$ cat src/design/tlos_pkg.sv
// Shared constants, types and helpers for the timed logic operator set
package tlos_pkg;
	localparam int          CLK_PERIOD_NS = 4;                            // System clock period
	localparam int          MS_PERIOD_NS  = 1000000;                      // One millisecond in ns
	localparam int          TICK_CYCLES   = MS_PERIOD_NS / CLK_PERIOD_NS; // Clocks per ms tick
	localparam int          CHANNELS      = 8;                            // Channels per operator
	localparam int          MS_W          = 13;                           // Width of a ms setting
	localparam logic [12:0] MS_MAX        = 13'h1770;                     // 6000 ms ceiling
	localparam int          ADDR_W        = 8;                            // Register address width
	localparam int          DATA_W        = 32;                           // Register data width

	// Register byte offsets
	localparam logic [7:0] REG_MODE      = 8'h00; // Pulse generator mode
	localparam logic [7:0] REG_PULSE_ON  = 8'h04; // Pulse high-phase time, ms
	localparam logic [7:0] REG_PULSE_OFF = 8'h08; // Pulse low-phase time, ms
	localparam logic [7:0] REG_DEB_ON    = 8'h0c; // Filter assert delay, ms
	localparam logic [7:0] REG_DEB_OFF   = 8'h10; // Filter release delay, ms
	localparam logic [7:0] REG_STATE_A   = 8'h14; // Pulse, filter, latch-all, global outputs
	localparam logic [7:0] REG_STATE_B   = 8'h18; // Set/clear latch and splitter outputs

	// Field positions in the status words
	localparam int STA_PULSE_LSB  = 0;  // Pulse outputs in state A
	localparam int STA_DEB_LSB    = 8;  // Filter outputs in state A
	localparam int STA_ALL_LSB    = 16; // Latch-all outputs in state A
	localparam int STA_GLOB_LSB   = 24; // Global-toggle outputs in state A
	localparam int STB_SC_LSB     = 0;  // Set/clear latch outputs in state B
	localparam int STB_SPLIT_LSB  = 16; // Splitter outputs in state B
	localparam int MODE_LSB       = 0;  // Mode field position

	// Reset values
	localparam logic [1:0]  MODE_RESET = 2'h0;  // Standard mode
	localparam logic [12:0] MS_RESET   = 13'h0; // Zero delay

	// Pulse generator modes
	typedef enum logic [1:0] {
		TLOS_MODE_STANDARD = 2'h0,
		TLOS_MODE_SINGLE   = 2'h1,
		TLOS_MODE_FORCED   = 2'h2
	} tlos_mode_type;

	// Pulse generator channel states
	typedef enum logic [2:0] {
		TLOS_PG_IDLE = 3'h1,
		TLOS_PG_HIGH = 3'h2,
		TLOS_PG_LOW  = 3'h4
	} tlos_pg_state_type;

	// Limit a written ms value to the 6000 ms ceiling
	function automatic logic [12:0] clamp_ms(input logic [31:0] value);
		if (value > {19'h0, MS_MAX}) begin
			return MS_MAX;
		end
		return value[12:0];
	endfunction
endpackage

$ cat src/design/tlos_timer_if.sv
// Control bundle between an operator channel and its millisecond timer
`timescale 1ns/100ps
`default_nettype none
interface tlos_timer_if;
	logic        start; // Load the limit and run
	logic        stop;  // Abandon a running count
	logic [12:0] limit; // Delay in ms
	logic        done;  // Delay elapsed, one cycle

	modport ctl (output start, output stop, output limit, input done);
	modport tmr (input start, input stop, input limit, output done);
endinterface
`default_nettype wire

$ cat src/design/tlos_ms_timer.sv
// Millisecond down-counter driven by the shared ms tick
`timescale 1ns/100ps
`default_nettype none
module tlos_ms_timer (
	input  wire logic   clk_in,
	input  wire logic   reset_n_in,
	input  wire logic   ce_in,
	input  wire logic   tick_in,
	tlos_timer_if.tmr   tmr
);
	logic [12:0] count;   // Remaining ms
	logic        running; // Count in progress

	// Zero remaining while running ends the delay
	assign tmr.done = running && (count == 13'h0);

	// Load, cancel and count down on each tick
	always_ff @(posedge clk_in or negedge reset_n_in) begin
		if (!reset_n_in) begin
			running <= 1'b0;
			count   <= 13'h0;
		end else if (ce_in) begin
			if (tmr.start) begin
				running <= 1'b1;
				count   <= tmr.limit;
			end else if (tmr.stop || tmr.done) begin
				running <= 1'b0;
			end else if (running && tick_in) begin
				count <= count - 13'h1;
			end
		end
	end
endmodule
`default_nettype wire

$ cat src/design/tlos_top.sv
// Timed logic operator set: pulse, filter, latches and splitter
`timescale 1ns/100ps
`default_nettype none
module tlos_top #(
	parameter int TICK_CYCLES = tlos_pkg::TICK_CYCLES // Clocks per ms tick
) (
	input  wire logic        clk_in,
	input  wire logic        reset_n_in,
	input  wire logic        ce_in,
	input  wire logic [7:0]  reg_addr_in,
	input  wire logic [31:0] reg_wdata_in,
	input  wire logic        reg_wr_in,
	input  wire logic        reg_rd_in,
	output logic      [31:0] reg_rdata_out,
	input  wire logic [7:0]  pulse_in,
	output logic      [7:0]  pulse_out,
	input  wire logic [7:0]  filter_in,
	output logic      [7:0]  filter_out,
	input  wire logic [7:0]  all_in,
	output logic      [7:0]  all_out,
	input  wire logic [7:0]  glob_in,
	input  wire logic        glob_toggle_in,
	output logic      [7:0]  glob_out,
	input  wire logic [7:0]  sc_in,
	input  wire logic        sc_set_in,
	input  wire logic        sc_clear_in,
	output logic      [7:0]  sc_out,
	input  wire logic [7:0]  split_in,
	output logic      [15:0] split_out
);
	localparam int N = tlos_pkg::CHANNELS; // Channel count

	logic [1:0]  mode_reg;      // Pulse generator mode
	logic [12:0] pulse_on_ms;   // High phase time
	logic [12:0] pulse_off_ms;  // Low phase time
	logic [12:0] deb_on_ms;     // Filter assert delay
	logic [12:0] deb_off_ms;    // Filter release delay
	logic [31:0] tick_count;    // Ms tick divider
	logic        ms_tick;       // One-cycle ms tick
	logic [7:0]  pulse_q;       // Previous pulse inputs
	logic [7:0]  filter_q;      // Previous filter inputs
	logic [7:0]  all_q;         // Previous latch-all inputs
	logic [7:0]  glob_q;        // Previous global-latch inputs
	logic        glob_toggle_q; // Previous global toggle input
	logic [7:0]  sc_q;          // Previous set/clear channel inputs
	logic        sc_set_q;      // Previous global set input
	logic        sc_clear_q;    // Previous global clear input
	logic [7:0]  glob_raised;   // Outputs raised by the global toggle
	logic        all_state;     // Shared latch-all level
	logic [7:0]  pulse_done;    // Completed pulses, pulse inputs
	logic [7:0]  pulse_rise;    // Rising edges, pulse inputs
	logic [7:0]  all_done;      // Completed pulses, latch-all
	logic [7:0]  glob_done;     // Completed pulses, global latch channels
	logic [7:0]  sc_done;       // Completed pulses, set/clear channels
	logic        glob_hit;      // Completed global toggle pulse
	logic        sc_set_hit;    // Completed global set pulse
	logic        sc_clear_hit;  // Completed global clear pulse

	// Completed pulse: input was high, now low
	function automatic logic [7:0] fell(input logic [7:0] now, input logic [7:0] was);
		return was & ~now;
	endfunction

	assign pulse_rise   = pulse_in & ~pulse_q;
	assign pulse_done   = fell(pulse_in, pulse_q);
	assign all_done     = fell(all_in, all_q);
	assign glob_done    = fell(glob_in, glob_q);
	assign sc_done      = fell(sc_in, sc_q);
	assign glob_hit     = glob_toggle_q && !glob_toggle_in;
	assign sc_set_hit   = sc_set_q && !sc_set_in;
	assign sc_clear_hit = sc_clear_q && !sc_clear_in;

	// Register writes; limits clamp at the ceiling
	always_ff @(posedge clk_in or negedge reset_n_in) begin
		if (!reset_n_in) begin
			mode_reg     <= tlos_pkg::MODE_RESET;
			pulse_on_ms  <= tlos_pkg::MS_RESET;
			pulse_off_ms <= tlos_pkg::MS_RESET;
			deb_on_ms    <= tlos_pkg::MS_RESET;
			deb_off_ms   <= tlos_pkg::MS_RESET;
		end else if (ce_in && reg_wr_in) begin
			unique case (reg_addr_in)
				tlos_pkg::REG_MODE: begin
					mode_reg <= reg_wdata_in[tlos_pkg::MODE_LSB +: 2];
				end
				tlos_pkg::REG_PULSE_ON: begin
					pulse_on_ms <= tlos_pkg::clamp_ms(reg_wdata_in);
				end
				tlos_pkg::REG_PULSE_OFF: begin
					pulse_off_ms <= tlos_pkg::clamp_ms(reg_wdata_in);
				end
				tlos_pkg::REG_DEB_ON: begin
					deb_on_ms <= tlos_pkg::clamp_ms(reg_wdata_in);
				end
				tlos_pkg::REG_DEB_OFF: begin
					deb_off_ms <= tlos_pkg::clamp_ms(reg_wdata_in);
				end
				default: begin
				end
			endcase
		end
	end

	// Register reads, data valid the following cycle
	always_ff @(posedge clk_in or negedge reset_n_in) begin
		if (!reset_n_in) begin
			reg_rdata_out <= 32'h0;
		end else if (ce_in) begin
			reg_rdata_out <= 32'h0;
			if (reg_rd_in) begin
				unique case (reg_addr_in)
					tlos_pkg::REG_MODE: begin
						reg_rdata_out <= {30'h0, mode_reg};
					end
					tlos_pkg::REG_PULSE_ON: begin
						reg_rdata_out <= {19'h0, pulse_on_ms};
					end
					tlos_pkg::REG_PULSE_OFF: begin
						reg_rdata_out <= {19'h0, pulse_off_ms};
					end
					tlos_pkg::REG_DEB_ON: begin
						reg_rdata_out <= {19'h0, deb_on_ms};
					end
					tlos_pkg::REG_DEB_OFF: begin
						reg_rdata_out <= {19'h0, deb_off_ms};
					end
					tlos_pkg::REG_STATE_A: begin
						reg_rdata_out <= {glob_out, all_out, filter_out, pulse_out};
					end
					tlos_pkg::REG_STATE_B: begin
						reg_rdata_out <= {split_out, 8'h0, sc_out};
					end
					default: begin // Unmapped reads stay zero
					end
				endcase
			end
		end
	end

	// Ms tick divider
	always_ff @(posedge clk_in or negedge reset_n_in) begin
		if (!reset_n_in) begin
			tick_count <= 32'h0;
			ms_tick    <= 1'b0;
		end else if (ce_in) begin
			if (tick_count == 32'(TICK_CYCLES - 1)) begin
				tick_count <= 32'h0;
				ms_tick    <= 1'b1;
			end else begin
				tick_count <= tick_count + 32'h1;
				ms_tick    <= 1'b0;
			end
		end
	end

	// Previous input levels for pulse detection
	always_ff @(posedge clk_in or negedge reset_n_in) begin
		if (!reset_n_in) begin
			pulse_q       <= 8'h0;
			filter_q      <= 8'h0;
			all_q         <= 8'h0;
			glob_q        <= 8'h0;
			glob_toggle_q <= 1'b0;
			sc_q          <= 8'h0;
			sc_set_q      <= 1'b0;
			sc_clear_q    <= 1'b0;
		end else if (ce_in) begin
			pulse_q       <= pulse_in;
			filter_q      <= filter_in;
			all_q         <= all_in;
			glob_q        <= glob_in;
			glob_toggle_q <= glob_toggle_in;
			sc_q          <= sc_in;
			sc_set_q      <= sc_set_in;
			sc_clear_q    <= sc_clear_in;
		end
	end

	// Per-channel pulse generators and edge-delay filters
	generate
		for (genvar i = 0; i < N; i++) begin : g_chan
			tlos_timer_if                pg_t ();  // Pulse generator timer
			tlos_timer_if                df_t ();  // Filter timer
			tlos_pkg::tlos_pg_state_type state;    // Generator state
			tlos_pkg::tlos_pg_state_type next_state; // Next generator state
			logic                        pending;  // Latched rise awaiting a cycle
			logic                        trigger;  // Start a new cycle

			tlos_ms_timer u_pg_timer (
				.clk_in     (clk_in),
				.reset_n_in (reset_n_in),
				.ce_in      (ce_in),
				.tick_in    (ms_tick),
				.tmr        (pg_t)
			);
			tlos_ms_timer u_df_timer (
				.clk_in     (clk_in),
				.reset_n_in (reset_n_in),
				.ce_in      (ce_in),
				.tick_in    (ms_tick),
				.tmr        (df_t)
			);

			// Mode decides what starts a cycle
			always_comb begin
				unique case (tlos_pkg::tlos_mode_type'(mode_reg))
					tlos_pkg::TLOS_MODE_FORCED: begin
						trigger = 1'b1;
					end
					tlos_pkg::TLOS_MODE_SINGLE: begin
						trigger = pending || pulse_rise[i];
					end
					default: begin
						trigger = pending || pulse_in[i];
					end
				endcase
			end

			// Idle, high phase, low phase
			always_comb begin
				next_state = state;
				pg_t.start = 1'b0;
				pg_t.stop  = 1'b0;
				pg_t.limit = pulse_on_ms;
				unique case (state)
					tlos_pkg::TLOS_PG_IDLE: begin
						if (trigger) begin
							next_state = tlos_pkg::TLOS_PG_HIGH;
							pg_t.start = 1'b1;
						end
					end
					tlos_pkg::TLOS_PG_HIGH: begin
						if (pg_t.done) begin
							next_state = tlos_pkg::TLOS_PG_LOW;
							pg_t.start = 1'b1;
							pg_t.limit = pulse_off_ms;
						end
					end
					tlos_pkg::TLOS_PG_LOW: begin
						if (pg_t.done) begin
							next_state = tlos_pkg::TLOS_PG_IDLE;
						end
					end
					default: begin
						next_state = tlos_pkg::TLOS_PG_IDLE;
					end
				endcase
			end

			// Generator state, latched rise and output
			always_ff @(posedge clk_in or negedge reset_n_in) begin
				if (!reset_n_in) begin
					state        <= tlos_pkg::TLOS_PG_IDLE;
					pending      <= 1'b0;
					pulse_out[i] <= 1'b0;
				end else if (ce_in) begin
					state        <= next_state;
					pulse_out[i] <= (next_state == tlos_pkg::TLOS_PG_HIGH);
					if (state == tlos_pkg::TLOS_PG_IDLE && trigger) begin
						pending <= pending && pulse_rise[i]; // Fresh rise beside a used one stays
					end else if (pulse_rise[i]) begin
						pending <= 1'b1;
					end
				end
			end

			// Filter: time a change, cancel if it reverts
			always_comb begin
				df_t.start = 1'b0;
				df_t.stop  = 1'b0;
				df_t.limit = filter_in[i] ? deb_on_ms : deb_off_ms;
				if (filter_in[i] != filter_q[i]) begin
					if (filter_in[i] != filter_out[i]) begin
						df_t.start = 1'b1;
					end else begin
						df_t.stop = 1'b1;
					end
				end
			end

			// Filtered output follows once the delay ends
			always_ff @(posedge clk_in or negedge reset_n_in) begin
				if (!reset_n_in) begin
					filter_out[i] <= 1'b0;
				end else if (ce_in && df_t.done && !df_t.stop) begin
					filter_out[i] <= filter_in[i];
				end
			end

			// Splitter pair: even copies, odd inverts
			always_ff @(posedge clk_in or negedge reset_n_in) begin
				if (!reset_n_in) begin
					split_out[2*i +: 2] <= 2'h0;
				end else if (ce_in) begin
					split_out[2*i +: 2] <= {~split_in[i], split_in[i]};
				end
			end
		end
	endgenerate

	// Latch-all: any completed pulse flips every output
	always_ff @(posedge clk_in or negedge reset_n_in) begin
		if (!reset_n_in) begin
			all_state <= 1'b0;
		end else if (ce_in && (|all_done)) begin
			all_state <= ~all_state;
		end
	end
	assign all_out = {N{all_state}};

	// Global-toggle latch; global input beats the channels
	always_ff @(posedge clk_in or negedge reset_n_in) begin
		if (!reset_n_in) begin
			glob_out    <= 8'h0;
			glob_raised <= 8'h0;
		end else if (ce_in) begin
			if (glob_hit && !(&glob_out)) begin
				glob_out    <= 8'hff;
				glob_raised <= (glob_raised | ~glob_out);
			end else if (glob_hit) begin
				glob_out    <= glob_out & ~glob_raised;
				glob_raised <= 8'h0;
			end else begin
				glob_out    <= glob_out ^ glob_done;
				glob_raised <= glob_raised & ~glob_done;
			end
		end
	end

	// Set/clear latch; global clear beats set beats channels
	always_ff @(posedge clk_in or negedge reset_n_in) begin
		if (!reset_n_in) begin
			sc_out <= 8'h0;
		end else if (ce_in) begin
			if (sc_clear_hit) begin
				sc_out <= 8'h0;
			end else if (sc_set_hit) begin
				sc_out <= 8'hff;
			end else begin
				sc_out <= sc_out ^ sc_done;
			end
		end
	end
endmodule
`default_nettype wire

$ cat config.mk
export PLATFORM = sky130hd
export DESIGN_NAME = tlos_top
export DESIGN_NICKNAME = d
export VERILOG_FILES = /design/src/design/tlos_pkg.sv /design/src/design/tlos_timer_if.sv /design/src/design/tlos_ms_timer.sv /design/src/design/tlos_top.sv
export SDC_FILE = /design/constraint.sdc
export NUM_CORES = 1
export LEC_CHECK = 0
export ABC_CLOCK_PERIOD_IN_PS = 5750
export BUFFER_PORTS_ARGS = -buffer_cell sky130_fd_sc_hd__buf_2
export CORE_UTILIZATION = 55
export DETAILED_ROUTE_END_ITERATION = 6
export HOLD_SLACK_MARGIN = 0.15
export PLACE_DENSITY_LB_ADDON = 0.12
export SETUP_SLACK_MARGIN = 0.02
export SLEW_MARGIN = 20
export SYNTH_ARGS = -nofsm -noshare
export SYNTH_HDL_FRONTEND = slang
export SYNTH_SLANG_ARGS = --single-unit
$ cat constraint.sdc
create_clock -name clk_in -period 5.75 [get_ports clk_in]
set_clock_uncertainty 0.1 [all_clocks]
set_input_delay 0 -clock clk_in [delete_from_list [all_inputs] [get_ports clk_in]]
set_output_delay 0 -clock clk_in [all_outputs]
set_load 0.005 [all_outputs]
==> out/qor.yml <==
worst_setup_path:
  arrival_ps: 4040
  startpoint_type: "primary input"
  slowest_stage: "dlygate4sd3_1"
  cp_slowest_stage_delay_ps: 680
  crit_type: "in2reg"
  r2r-start: "g_chan[0].u_pg_timer.count[9]"
  reg2reg_to: "g_chan[0].u_pg_timer.count[3]"
  worstPathCellList: "dlygate4sd3_1 > buf_2 > or4_1 > dlygate4sd3_1 > or3_1 > nor3_2 > dlygate4sd3_1 > a22o_1 > dlygate4sd3_1"
  reg2reg_setup_slack_ps: 2370
  crit_path_max_fanout: 8
  cp.required_ps: 6220
  ff2ff_path_depth: 7
  cp-end-kind: "flop"
  path_common_cell: "dlygate4sd3_1"
cts:
  cts_resized: 0
  cts-root-buf: "clkbuf_16"
  numCtsBuffers: 53
  cts_max_level: 2
  clkTransAtPathRegs_ps: 60
  clk_path_buf_depth: 3
  cts_tree: "built"
  insertion_delay_ps: 630
  clock_sinks: 475
floorplanning:
  dieWidth_um: 228.4
  coreArea_um2: 50380
  start_util_pct: 55.98
  die_area_um2: 52180
  io_pins: 184
  rows: 82
  die_h_um: 228.4
detailed_routing:
  initialDrtViolationCount: 2733
  ant_nets: 0
  wl_per_cell_um: 23.06
  wl_mm: 94.77
  viasPerCell: 6.620
  firstDrtPassIters: 7
  vias: 27209
  drc_errors: 1
cells_and_area:
  syn2layout_area_growth_pct: 17.31
  utilization_pct: 65.66
  n_fill_cell: 3976
  nNetsFinal: 3522
  drive_gt1_share_pct: 13.56
  top_regs: "g_chan.u_df_timer.count: 104 flops, g_chan.u_pg_timer.count: 104 flops"
power_and_ir_drop:
  vdd.ir_drop.worst_mv: 0.2666
  swShare_pct: 39.33
  internal-power_mw: 8.380
  pwr-share-clk_pct: 27.0
  p_sw_mw: 5.432
  p_leak_nw: 14.08
  power.share.combinational_pct: 35.1
  power-per-cell-area_nw_per_um2: 417.5
  p_seq_share_pct: 37.9
sta:
  setup_tns_ps: 0
  tightest_slew_ps: 1152
  setup_viol: 0
  rsz0062_at_grt: "false"
  timing.fmax_mhz: 279.8
  fin_ws_ps: 2176
  hold_ws_ps: 160.5
  min_period_over_period_pct: 62.16
  hold_viol_final: 0
  relSlewSlack_pct: 22.57
  period_minus_slack_ps: 3574
  maxSlewViolCount: 0
logic_synthesis:
  ys.flop_type: "dfrtp_1"
  syn_avg_cell_area_um2: 8.895
  syn_inst: 3170
  synth_cell_types: 88
  synth-edff-count: 0
  yosysSeqAreaShare_pct: 42.19
  yosys_warnings: 0
  syn_area_um2: 28200
  syn-num-nets: 3299
  ys_seq_elements: 475
  async_reset_ff_share_pct: 100.0
place:
  io_buffers: 183
  dp_hpwl_mm: 58.42
  dp_slack_ps: 2409
  gp_routability_congestion: 0.9168
status:
  violations: "design-rule violations"
  outcome: "complete, but fails checks"
worst_hold_path:
  hp-class: "in2reg"
  min_from: "pulse_in[2]"
  hold_end: "pulse_q[2]"
  hold-path-cell-count: 3
global_routing:
  gr-total-overflow: 0
  grt_pass1_wl_mm: 147.9
  antenna_found_initial: 2
  grt_usage_pct: 35.88
  grt_max_degree: 176
  grt_pass1_vias: 26054
flow_run:
  drv_cap: 0
[placed cells by master (no fill, tap or decap), types with 82 or more instances in the layout]
cell type	Yosys	final
dfrtp_1	467	467
o21ai_0	322	321
nor2_1	267	267
nand2_1	259	259
a21oi_1	204	204
buf_2	34	181
dlygate4sd3_1	0	178
nor3_1	104	104
inv_1	98	98
nand3_1	86	86
mux2i_1	84	84
a22o_1	82	82
[Yosys cell counts, types with 34 or more instances]
master    count  share of area [%]
a211oi_1     36               0.96
a21oi_1     204                3.6
a22o_1       82                2.5
a22oi_1      47                1.3
buf_2        34               0.60
clkbuf_1    155                2.1
dfrtp_1     467                 41
inv_1        98                1.3
mux2_2       72                2.9
mux2i_1      84                3.0
nand2_1     259                3.4
nand2b_1     34               0.75
nand3_1      86                1.5
nor2_1      267                3.6
nor2b_1      36               0.80
nor3_1      104                1.8
nor4_1       61                1.4
o21ai_0     322                5.7
o22a_1       45                1.4
o22ai_1      37               0.82
[worst max-delay path by stage]
| stage | startpoint | endpoint |
|---|---|---|
| 5_1_grt | reg_wdata_in[0] | pulse_on_ms[6] |
| 4_1_cts | reg_wdata_in[0] | pulse_on_ms[6] |
| 2_1_floorplan | g_chan[5].u_df_timer.count[0] | g_chan[5].u_df_timer.count[10] |
| 6_report | reg_addr_in[4] | pulse_on_ms[3] |
| 3_5_place_dp | g_chan[0].u_pg_timer.count[9] | g_chan[0].u_pg_timer.count[3] |
| 3_3_place_gp | g_chan[0].u_pg_timer.count[9] | g_chan[0].u_pg_timer.count[3] |
[stage by stage]
stage	instances	power [mW]	cell area, um^2
3_5_place_dp	3831	9.885	29340
6_report	4110	13.81	33080
2_1_floorplan	3170	8.614	28200
4_1_cts	4109	13.73	33070
3_3_place_gp	3831	9.684	29340
5_1_grt	4110	14.67	33080
[per-layer routing]
metal | vias to the layer above | GRT usage (%) | share of wire, %
li1 | 12264 | - | -
met1 | 13268 | 47.07 | 40
met2 | 1337 | 57.02 | 46
met3 | 340 | 5.676 | 8.2
met4 | 0 | 19.65 | 5.8
met5 | - | 0 | 0
[kinds of logic after synthesis]
family	count (synthesis)	synth area share [%]
DFF	475	42.19
buffers and inverters	328	4.717
adders and majority gates	33	1.464
xor gates and xnor gates	47	1.460
AOI/OAI and AO/OA	1069	25.08
muxes	156	5.857
and+or+nand+nor	1062	19.24
[power groups by stage]
stage	Sequential, mW	Combinational, mW	Clock (mW)
4_1_cts	5.19	4.78	3.76
3_3_place_gp	5.19	4.50	0
5_1_grt	5.36	5.42	3.89
2_1_floorplan	4.90	3.72	0
6_report	5.23	4.85	3.72
3_5_place_dp	5.24	4.65	0
[worst max-delay path, delay by kind of cell]
| family | cells | cell delay [ps] |
|---|---|---|
| buffers and inverters | 5 | 2570 |
| and+or+nand+nor | 3 | 1320 |
| AOI/OAI and AO/OA | 1 | 150 |
[cell type report]
class	instances	area [um^2]	share of cell area, %
Inverter	99	374.1	1.131
Sequential cell	475	11900	35.96
Clock buffer	69	1496	4.524
Tap cell	672	840.8	2.542
Multi-Input combinational cell	2367	15000	45.36
Clock inverter	30	420.4	1.271
Antenna cell	1	2.502	0.007565
Timing Repair Buffer	397	3044	9.203
[timing repair]
item | in CTS | in global routing
setup buffers | 0 | 0
hold endpoints to repair | 435 | 0
hold buffers | 179 | 0
(Power assumes the default switching activity.)
